[src/rtl/mbic_pkg.sv]
/*
  Package for the bus and exception sequencer: APB map, vectors, bus timing,
  state codes and the packed carriers. Assumes a 200 MHz APB clock.
*/
package mbic_pkg;

  // ==========================================================================
  // apb register map (byte addresses)
  localparam logic [11:0] OFS_INSTR_PTR   = 12'h000;
  localparam logic [11:0] OFS_STACK_TOP   = 12'h004;
  localparam logic [11:0] OFS_INDEX_BASE  = 12'h008;
  localparam logic [11:0] OFS_ACC_A       = 12'h00c;
  localparam logic [11:0] OFS_ACC_B       = 12'h010;
  localparam logic [11:0] OFS_COND_FLAGS  = 12'h014;
  localparam logic [11:0] OFS_STATUS      = 12'h018;
  localparam logic [2:0]  RAM_WIN_SEL     = 3'h1;      // paddr[11:9], 0x200..0x3fc

  // ==========================================================================
  // condition flag positions; bits 7:6 always read as one
  localparam int CC_C = 0;
  localparam int CC_V = 1;
  localparam int CC_Z = 2;
  localparam int CC_N = 3;
  localparam int CC_I = 4;
  localparam int CC_H = 5;
  localparam logic [1:0] CC_TOP_ONES = 2'h3;

  // status register fields
  localparam int ST_STATE_LSB = 0;   // 3 bits
  localparam int ST_BA        = 3;
  localparam int ST_VMA       = 4;
  localparam int ST_NMI_PEND  = 5;
  localparam int ST_HALT_REQ  = 6;
  localparam int ST_IRQ_REQ   = 7;

  // ==========================================================================
  // vectors, memory, opcodes
  localparam logic [15:0] VEC_RESTART = 16'hfffe;
  localparam logic [15:0] VEC_NMI     = 16'hfffc;
  localparam logic [15:0] VEC_IRQ     = 16'hfff8;
  localparam logic [15:0] RAM_LIMIT   = 16'h0080;
  localparam int          RAM_DEPTH   = 128;
  localparam logic [2:0]  PUSH_LAST   = 3'h6;
  localparam logic [7:0]  OP_ADD_BA   = 8'h1b;
  localparam logic [7:0]  OP_BR_ZERO  = 8'h27;
  localparam logic [7:0]  OP_WAIT     = 8'h3e;

  // ==========================================================================
  // bus clock timing: each half of the bus clock
  localparam int          CLK_PERIOD_NS = 5;
  localparam int          E_HALF_NS     = 500;
  localparam logic [7:0]  E_HALF_CYC    =
    8'((E_HALF_NS + CLK_PERIOD_NS - 1) / CLK_PERIOD_NS);

  // ==========================================================================
  // synchroniser bit positions
  localparam int SY_HALT = 0;
  localparam int SY_IRQ  = 1;
  localparam int SY_NMI  = 2;
  localparam int SY_RST  = 3;
  localparam int SY_MW   = 4;
  localparam int SY_RE   = 5;
  localparam int SY_DIN  = 6;
  localparam logic [13:0] SYNC_RST = 14'h0017;

  typedef enum logic [2:0] {
    S_RST    = 3'h0,
    S_VEC_HI = 3'h1,
    S_VEC_LO = 3'h2,
    S_FETCH  = 3'h3,
    S_OPER   = 3'h4,
    S_PUSH   = 3'h5,
    S_HALT   = 3'h6,
    S_WAIT   = 3'h7
  } mbic_state_e;

  typedef struct packed {
    logic [15:0] addr;
    logic [7:0]  dout;
    logic        doe;
    logic        rw;
    logic        valid_address_strobe;
    logic        ba;
    logic        e;
  } mbic_bus_s;

  typedef struct packed {
    mbic_state_e st;
    logic [15:0] pc;
    logic [15:0] sp;
    logic [15:0] ix;
    logic [7:0]  a;
    logic [7:0]  b;
    logic [5:0]  cc;
    logic        e;
    logic [7:0]  div;
    logic [2:0]  idx;
    logic [15:0] vec;
    logic [15:0] addr;
    logic [7:0]  dout;
    logic        rw;
    logic        valid_address_strobe;
    logic        doe;
    logic        nmi_prev;
    logic        nmi_pend;
    logic [13:0] s1;
    logic [13:0] s2;
    logic [31:0] prdata;
    logic        perr;
  } mbic_regs_s;

endpackage : mbic_pkg

[src/rtl/mbic_core.sv]
/*
  Bus control and exception sequencer of an 8-bit processor with 128-byte
  on-chip RAM, plus the programmer registers on an APB slave.
  Assumes asynchronous pins (synchronised here) and an APB master on pclk.
*/
`timescale 1ns/100ps
`default_nettype none

// Notes on behaviour
// - halt low: stop after instruction, release bus
// - read/write high for read, idle, halt
// - address strobe only with valid address
// - bus released high in halt or wait
// - wait ends on unmasked or non-maskable request
// - maskable level checked at boundary, stack registers
// - set mask, fetch vector fff8/fff9
// - service only while halt high, keep pending
// - restart low: inactive, then restart sequence
// - restart fetches fffe/ffff, sets mask
// - non-maskable falling edge ignores mask, stacks
// - non-maskable vector from fffc/fffd
// - sample requests in E high phase
// - mask at bit 4, bits 7:6 ones
// - arithmetic sets flags, branches test them
// - on-chip RAM only while enable high
// - 128 byte RAM, all 128 retained while enable low
// - stack points free slot, counter current
// - three 16-bit and three 8-bit registers
// - memory wait low stretches E high
module mbic_core
  import mbic_pkg::*;
(
  input  wire logic        pclk,
  input  wire logic        presetn,
  input  wire logic        psel,
  input  wire logic        penable,
  input  wire logic        pwrite,
  input  wire logic [11:0] paddr,
  input  wire logic [31:0] pwdata,
  output logic             pready,
  output logic [31:0]      prdata,
  output logic             pslverr,
  input  wire logic        halt_n,
  input  wire logic        irq_n,
  input  wire logic        nmi_n,
  input  wire logic        restart_n,
  input  wire logic        memory_wait_in,
  input  wire logic        onchip_memory_enable,
  input  wire logic [7:0]  data_in,
  output mbic_bus_s        bus_o
);

  // ==========================================================================
  // state and memory
  mbic_regs_s r;
  mbic_regs_s n;
  logic [7:0] ram [RAM_DEPTH];

  logic       halt_s;
  logic       irq_s;
  logic       nmi_s;
  logic       rst_s;
  logic       mw_s;
  logic       re_s;
  logic [7:0] din_s;
  logic       tick;
  logic       cycle_end;
  logic       onchip;
  logic [7:0] rdata;
  logic       ram_we;
  logic [6:0] ram_wa;
  logic [7:0] ram_wd;
  logic       apb_wr;
  logic       apb_setup;

  assign halt_s    = r.s2[SY_HALT];
  assign irq_s     = r.s2[SY_IRQ];
  assign nmi_s     = r.s2[SY_NMI];
  assign rst_s     = r.s2[SY_RST];
  assign mw_s      = r.s2[SY_MW];
  assign re_s      = r.s2[SY_RE];
  assign din_s     = r.s2[SY_DIN +: 8];
  assign tick      = (r.div == E_HALF_CYC - 8'h01);
  assign cycle_end = tick && r.e && mw_s;
  assign onchip    = (r.addr < RAM_LIMIT) && re_s;
  assign rdata     = onchip ? ram[r.addr[6:0]] : din_s;
  assign apb_wr    = psel && penable && pwrite;
  assign apb_setup = psel && !penable;

  // ==========================================================================
  // helpers
  // stacking order
  function automatic logic [7:0] push_byte(input logic [2:0] i, input mbic_regs_s x);
    logic [7:0] v;
    v = 8'h00;
    case (i)
      3'h0: v = x.pc[7:0];
      3'h1: v = x.pc[15:8];
      3'h2: v = x.ix[7:0];
      3'h3: v = x.ix[15:8];
      3'h4: v = x.a;
      3'h5: v = x.b;
      default: v = {CC_TOP_ONES, x.cc};
    endcase
    return v;
  endfunction : push_byte

  // instruction boundary: halt, pending requests, else next fetch
  function automatic mbic_regs_s boundary(input mbic_regs_s x, input logic hlt,
                                          input logic irq);
    mbic_regs_s y;
    y      = x;
    y.rw   = 1'b1;
    y.doe  = 1'b0;
    y.addr = x.pc;
    if (!hlt) begin
      y.st  = S_HALT;
      y.valid_address_strobe = 1'b0;
    end else if (x.nmi_pend || (!irq && !x.cc[CC_I])) begin
      y.vec      = x.nmi_pend ? VEC_NMI : VEC_IRQ;
      y.nmi_pend = 1'b0;
      y.st       = S_PUSH;
      y.idx      = 3'h0;
      y.addr     = x.sp;
      y.rw       = 1'b0;
      y.doe      = 1'b1;
      y.valid_address_strobe      = 1'b1;
      y.dout     = push_byte(3'h0, x);
    end else begin
      y.st  = S_FETCH;
      y.valid_address_strobe = 1'b1;
    end
    return y;
  endfunction : boundary

  // ==========================================================================
  // next state
  always_comb begin
    logic [8:0] sum;
    logic [4:0] hsum;
    sum    = 9'h000;
    hsum   = 5'h00;
    n      = r;
    ram_we = 1'b0;
    ram_wa = r.addr[6:0];
    ram_wd = r.dout;
    n.s1   = {data_in, onchip_memory_enable, memory_wait_in, restart_n, nmi_n,
              irq_n, halt_n};
    n.s2   = r.s1;
    n.div  = tick ? 8'h00 : r.div + 8'h01;
    if (tick && !(r.e && !mw_s)) begin
      n.e = !r.e;
    end
    if (tick && r.e) begin
      n.nmi_prev = nmi_s;
    end
    if (!rst_s) begin
      n.st   = S_RST;
      n.valid_address_strobe  = 1'b0;
      n.rw   = 1'b1;
      n.doe  = 1'b0;
      n.addr = VEC_RESTART;
    end else if (cycle_end) begin
      unique case (r.st)
        S_RST: begin
          n.st    = S_VEC_HI;
          n.vec   = VEC_RESTART;
          n.addr  = VEC_RESTART;
          n.valid_address_strobe   = 1'b1;
          n.cc[CC_I] = 1'b1;
        end
        S_VEC_HI: begin
          n.pc[15:8] = rdata;
          n.addr     = r.vec + 16'h0001;
          n.st       = S_VEC_LO;
        end
        S_VEC_LO: begin
          n.pc   = {r.pc[15:8], rdata};
          n.addr = {r.pc[15:8], rdata};
          n.st   = S_FETCH;
        end
        S_FETCH: begin
          n.pc = r.pc + 16'h0001;
          if (rdata == OP_WAIT) begin
            n.st  = S_WAIT;
            n.valid_address_strobe = 1'b0;
          end else if (rdata == OP_BR_ZERO) begin
            n.st   = S_OPER;
            n.addr = r.pc + 16'h0001;
          end else begin
            if (rdata == OP_ADD_BA) begin
              sum  = {1'b0, r.a} + {1'b0, r.b};
              hsum = {1'b0, r.a[3:0]} + {1'b0, r.b[3:0]};
              n.a        = sum[7:0];
              n.cc[CC_C] = sum[8];
              n.cc[CC_H] = hsum[4];
              n.cc[CC_N] = sum[7];
              n.cc[CC_Z] = (sum[7:0] == 8'h00);
              n.cc[CC_V] = (r.a[7] == r.b[7]) && (sum[7] != r.a[7]);
            end
            n = boundary(n, halt_s, irq_s);
          end
        end
        S_OPER: begin
          n.pc = r.pc + 16'h0001;
          if (r.cc[CC_Z]) begin
            n.pc = r.pc + 16'h0001 + {{8{rdata[7]}}, rdata};
          end
          n = boundary(n, halt_s, irq_s);
        end
        S_PUSH: begin
          n.sp   = r.sp - 16'h0001;
          ram_we = onchip;
          if (r.idx == PUSH_LAST) begin
            n.cc[CC_I] = 1'b1;
            n.st   = S_VEC_HI;
            n.addr = r.vec;
            n.rw   = 1'b1;
            n.doe  = 1'b0;
          end else begin
            n.idx  = r.idx + 3'h1;
            n.addr = r.sp - 16'h0001;
            n.dout = push_byte(r.idx + 3'h1, r);
          end
        end
        S_HALT: begin
          if (halt_s) begin
            n = boundary(n, halt_s, irq_s);
          end
        end
        S_WAIT: begin
          if (halt_s && (r.nmi_pend || (!irq_s && !r.cc[CC_I]))) begin
            n = boundary(n, halt_s, irq_s);
          end
        end
      endcase
    end
    if (tick && r.e && r.nmi_prev && !nmi_s) begin
      n.nmi_pend = 1'b1;
    end
    // apb setup phase captures read data
    if (apb_setup) begin
      n.perr   = 1'b0;
      n.prdata = 32'h0000_0000;
      if (paddr[11:9] == RAM_WIN_SEL) begin
        n.perr   = !re_s;
        n.prdata = re_s ? {24'h000000, ram[paddr[8:2]]} : 32'h0000_0000;
      end else begin
        unique case (paddr)
          OFS_INSTR_PTR:  n.prdata = {16'h0000, r.pc};
          OFS_STACK_TOP:  n.prdata = {16'h0000, r.sp};
          OFS_INDEX_BASE: n.prdata = {16'h0000, r.ix};
          OFS_ACC_A:      n.prdata = {24'h000000, r.a};
          OFS_ACC_B:      n.prdata = {24'h000000, r.b};
          OFS_COND_FLAGS: n.prdata = {24'h000000, CC_TOP_ONES, r.cc};
          OFS_STATUS: begin
            n.prdata[ST_STATE_LSB +: 3] = r.st;
            n.prdata[ST_BA]             = bus_o.ba;
            n.prdata[ST_VMA]            = r.valid_address_strobe;
            n.prdata[ST_NMI_PEND]       = r.nmi_pend;
            n.prdata[ST_HALT_REQ]       = !halt_s;
            n.prdata[ST_IRQ_REQ]        = !irq_s;
          end
          default: n.perr = 1'b1;
        endcase
      end
    end
    if (apb_wr) begin
      if (paddr[11:9] == RAM_WIN_SEL) begin
        // a stacking write to on-chip RAM keeps the port
        if (!ram_we) begin
          ram_we = re_s;
          ram_wa = paddr[8:2];
          ram_wd = pwdata[7:0];
        end
      end else begin
        unique case (paddr)
          OFS_INSTR_PTR:  n.pc = pwdata[15:0];
          OFS_STACK_TOP:  n.sp = pwdata[15:0];
          OFS_INDEX_BASE: n.ix = pwdata[15:0];
          OFS_ACC_A:      n.a  = pwdata[7:0];
          OFS_ACC_B:      n.b  = pwdata[7:0];
          OFS_COND_FLAGS: n.cc = pwdata[5:0];
          default: ;
        endcase
      end
    end
    if (n.st == S_HALT) begin
      n.addr = n.pc;
    end
  end

  // ==========================================================================
  // registers
  always_ff @(posedge pclk or negedge presetn) begin
    if (!presetn) begin
      r          <= '0;
      r.st       <= S_RST;
      r.rw       <= 1'b1;
      r.nmi_prev <= 1'b1;
      r.s1       <= SYNC_RST;
      r.s2       <= SYNC_RST;
      r.addr     <= VEC_RESTART;
    end else begin
      r <= n;
    end
  end

  always_ff @(posedge pclk) begin
    if (ram_we) begin
      ram[ram_wa] <= ram_wd;
    end
  end

  // ==========================================================================
  // outputs
  assign pready  = 1'b1;
  assign prdata  = r.prdata;
  assign pslverr = psel && penable && r.perr;

  always_comb begin
    bus_o      = '0;
    bus_o.addr = r.addr;
    bus_o.dout = r.dout;
    // bus released in halt or wait
    bus_o.ba   = (r.st == S_HALT) || (r.st == S_WAIT);
    bus_o.doe  = r.doe && !bus_o.ba;
    bus_o.rw   = r.rw || bus_o.ba;
    bus_o.valid_address_strobe  = r.valid_address_strobe && !bus_o.ba && (r.st != S_RST);
    bus_o.e    = r.e;
  end
endmodule : mbic_core
`default_nettype wire

[config.mk]
export PLATFORM = sky130hd
export DESIGN_NAME = mbic_core
export DESIGN_NICKNAME = d
export VERILOG_FILES = /design/src/rtl/mbic_pkg.sv /design/src/rtl/mbic_core.sv
export SDC_FILE = /design/constraint.sdc
export NUM_CORES = 2
export LEC_CHECK = 0
export BUFFER_PORTS_ARGS = -buffer_cell sky130_fd_sc_hd__buf_2
export CAP_MARGIN = 10
export CELL_PAD_IN_SITES_DETAIL_PLACEMENT = 0
export CELL_PAD_IN_SITES_GLOBAL_PLACEMENT = 1
export CORE_MARGIN = 5
export CORE_UTILIZATION = 30
export DETAILED_ROUTE_END_ITERATION = 10
export GPL_ROUTABILITY_DRIVEN = 0
export PLACE_DENSITY = 0.48
export REMOVE_ABC_BUFFERS = 1
export SLEW_MARGIN = 20
export SYNTH_ARGS = -nofsm -noshare
export SYNTH_HDL_FRONTEND = slang
export SYNTH_SLANG_ARGS = --single-unit
[constraint.sdc]
create_clock -name pclk -period 12.05 [get_ports pclk]
set_clock_uncertainty 0.2 [all_clocks]
set_input_delay 0.6025 -clock pclk [delete_from_list [all_inputs] [get_ports pclk]]
set_output_delay 0.6025 -clock pclk [all_outputs]
set_load 0.1 [all_outputs]
==> flow_summary.toml <==
[timing]
worstMarginPinSlew_ns = 1.14
period_minus_slack_ns = 8.00
rsz0062_at_grt = "no"
finalSetupViolations = 0
finalCritPeriodShare = 0.664
fmaxAchievable_ghz = 0.125
final_hold_viol_count = 0
setup-tns-final_ns = 0
relSlewSlack = 0.221
drv_slew = 0

[pwr]
power_density_mw_per_mm2 = 135
p_seq_frac = 0.479
netSwitchingFraction = 0.223
peakVddDrop_uv = 147
power.internal_uw = 7250
p_sw_uw = 2090
power.share.clock = 0.482
p_comb_frac = 0.039
p_leak_uw = 0.0203

[synth]
netlist_instances = 3895
synth_simple_gate_area_share = 0.0616
synth-seq-area-share = 0.579
synth_cell_type_count = 87
synth_ff_type = "edfxtp_1"
synth_top_family_by_area = "multiplexers"
syn_area_sq_mm = 0.0607
ys.warnings.count = 0
synthMuxAreaShare = 0.242
async_flop_share = 0.146
synth_compound_area_frac = 0.0673
ys_ff_latch = 1199
synth_adder_area_share = 0.00746
synthXorXnorAreaFrac = 0.00851
synth_edf_count = 1024
syn_area_per_cell_sq_um = 15.6

[final_layout]
drive_gt1_frac = 0.270
area_delta_synth_final_pct = 13.6
nNetsFinal = 4033
multi_input_area_sq_mm = 0.0237
fin_util = 0.342
area.sequential_sq_mm = 0.0352
final.fill_count = 19300

[placed_design]
port_buffers = 92
dp_hpwl_mm = 153

[critical_path]
crit_fanout = 61
worstRegToRegCells = 19
reg2reg_slack_ns = 4.05
crit_type = "reg -> reg"
critPathArrivalTime_ns = 8.51
endpoint = "bus_o[25]"
timing.rr.start = "bus_o[13]"
startpoint = "bus_o[13]"
crit_required_ns = 12.56
endpoint_kind = "flop"
worstReg2RegEnd = "bus_o[25]"
critPathLaunchType = "flop"

[worst_hold_path]
whs_path_depth = 5
hold_class = "in -> reg"

[clock_network]
clk_path_buf_depth = 3
cts_hold_buf = 31
cts_tree = "built"
numCtsBuffers = 145
post_cts_resized = 0
htreeDepth = 4
root_buffer = "clkbuf_16"
post_cts_buffers = 0
clkSinkCount = 1199
insertion_delay_ns = 0.82
clk_pin_slew_ns = 0.06

[drt]
finalWirelength_mm = 227
vias = 37600
routedWlPerCell_um = 33.7
drtAntennaViolNets = 0
viasPerCell = 5.59
drc = 0
drt_iter0_drc = 3594
firstDrtPassIters = 8

[flow_run]
maxCapViolCount = 0

[global_route]
grt_max_degree = 103
first_global_vias = 38400
grt_usage = 0.212
grt_overflow = 0
grt_antenna_before_repair = 10
grt_pass1_wl_mm = 315

[floorplanning]
die_y_um = 460
die_area_sq_mm = 0.211
coreArea_sq_mm = 0.202
start_util = 0.301
std_cell_rows = 165
ios = 126
die_w_um = 460

[status]
status = "completed"
[worst max-delay path, cell delays in order, from the launching register on]
cell       delay [ns]
dfrtp_4          0.89
buf_12           0.47
mux4_2           0.62
a22o_1           0.27
a31oi_1          0.33
o2111ai_1        0.40
a32oi_1          0.83
a41o_1           0.59
inv_1            0.22
ha_1             0.38
a21boi_0         0.16
o21ai_0          0.28
a21oi_1          0.15
o21a_1           0.22
o311a_1          0.35
or3_1            0.34
a311oi_1         0.36
o21ai_0          0.14
o32a_1           0.29
mux2_4           0.27
[per-layer routing]
layer  global-route usage  routed length, um
met3               0.0333              12200
met5                    0                  0
met2                0.356             111000
met1                0.282              95200
met4               0.0710               8400
[Yosys cell counts (25+ instances only)]
cell type	number	area, sq um
buf_1	45	169
nand2_1	239	897
inv_1	49	184
edfxtp_1	1024	30700
mux2_2	51	574
o22ai_1	41	257
clkbuf_1	176	661
dfstp_2	25	657
o21ai_0	106	531
buf_4	71	533
nor2_1	305	1140
mux4_2	549	12400
dfrtp_1	150	3750
mux2i_1	147	1470
xor2_1	28	245
nand3_1	84	420
nor3_1	31	155
a22oi_1	83	623
xnor2_1	31	272
buf_2	29	145
ha_1	33	413
a211oi_1	25	188
a21oi_1	132	661
[stage by stage]
step | instances | power [uW] | hold WS (ns) | instance area (sq um) | setup slack [ns]
after global placement | 6429 | 4920 | 0.134 | 63700 | 4.09
after detailed placement | 6429 | 4920 | 0.136 | 63800 | 4.15
after global routing | 6727 | 9640 | 0.122 | 69000 | 3.75
after floorplan | 3562 | 4730 | 0.107 | 58900 | -4.57
after CTS | 6726 | 9460 | 0.0500 | 68900 | 4.08
final | 6729 | 9340 | 0.115 | 69000 | 4.05
[power groups by stage]
stage               Clock (uW)  Sequential (uW)  Combinational [uW]
floorplan                    0             4570                 161
detailed placement           0             4560                 365
global route              4780             4470                 387
global placement             0             4560                 365
finish                    4500             4470                 367
CTS                       4610             4470                 374
[flip-flops by register name, summed over array words and instances, names as in the netlist]
name and count:
r 122, prdata 16, irq_s 1, din_s 8, bus_o 25, ram 1024
halt_s 1, mw_s 1, nmi_s 1
[cells by family (layout without fill, tap and decap cells)]
logic type      after synthesis  in the layout
compound gates              607            607
other cells                   2             20
simple gates                826            826
xor+xnor                     59             59
mux                         767            767
fa+ha+maj                    35             35
buf+inv                     400            544
flops                      1199           1199
[cell type report]
type                            instances  area share
Multi-Input combinational cell       2311       0.344
Clock buffer                          196      0.0575
Sequential cell                      1199       0.510
Antenna cell                            3    0.000109
Tap cell                             2672      0.0485
Timing Repair Buffer                  226      0.0243
Clock inverter                         70      0.0130
Inverter                               52     0.00283
[cell usage in the layout, fill, tap and decap left out, types with 16 or more instances in the layout]
cell type      instances
ha_1                  33
inv_1                 49
a21oi_1              131
dlygate4sd3_1         31
o22ai_1               40
mux4_2               549
nor2_1               294
a221oi_1              18
mux2_2                51
clkinv_1              26
nor3_1                31
o211ai_1              20
nand3_1               84
clkinv_2              17
a22oi_1               83
xor2_1                28
edfxtp_1            1024
clkbuf_16            149
nor2b_1               20
a31oi_1               23
mux2i_1              147
dfstp_2               23
nand2_1              226
o21ai_0              101
dfrtp_1              149
nand2b_1              22
xnor2_1               31
buf_2                 87
conb_1                17
clkbuf_1              41
a22o_1                17
bufinv_16             16
buf_4                 96
a211oi_1              25
a222oi_1              20
[worst min-delay path by stage]
stage | endpoint | from | slack, ns
detailed placement | din_s[7] | r[60] | 0.14
CTS | prdata[2] | penable | 0.05
global route | prdata[2] | penable | 0.12
global placement | din_s[4] | r[57] | 0.13
finish | prdata[2] | penable | 0.11
floorplan | bus_o[0] | presetn | 0.11
No activity file was read; power rests on OpenSTA's default activity.
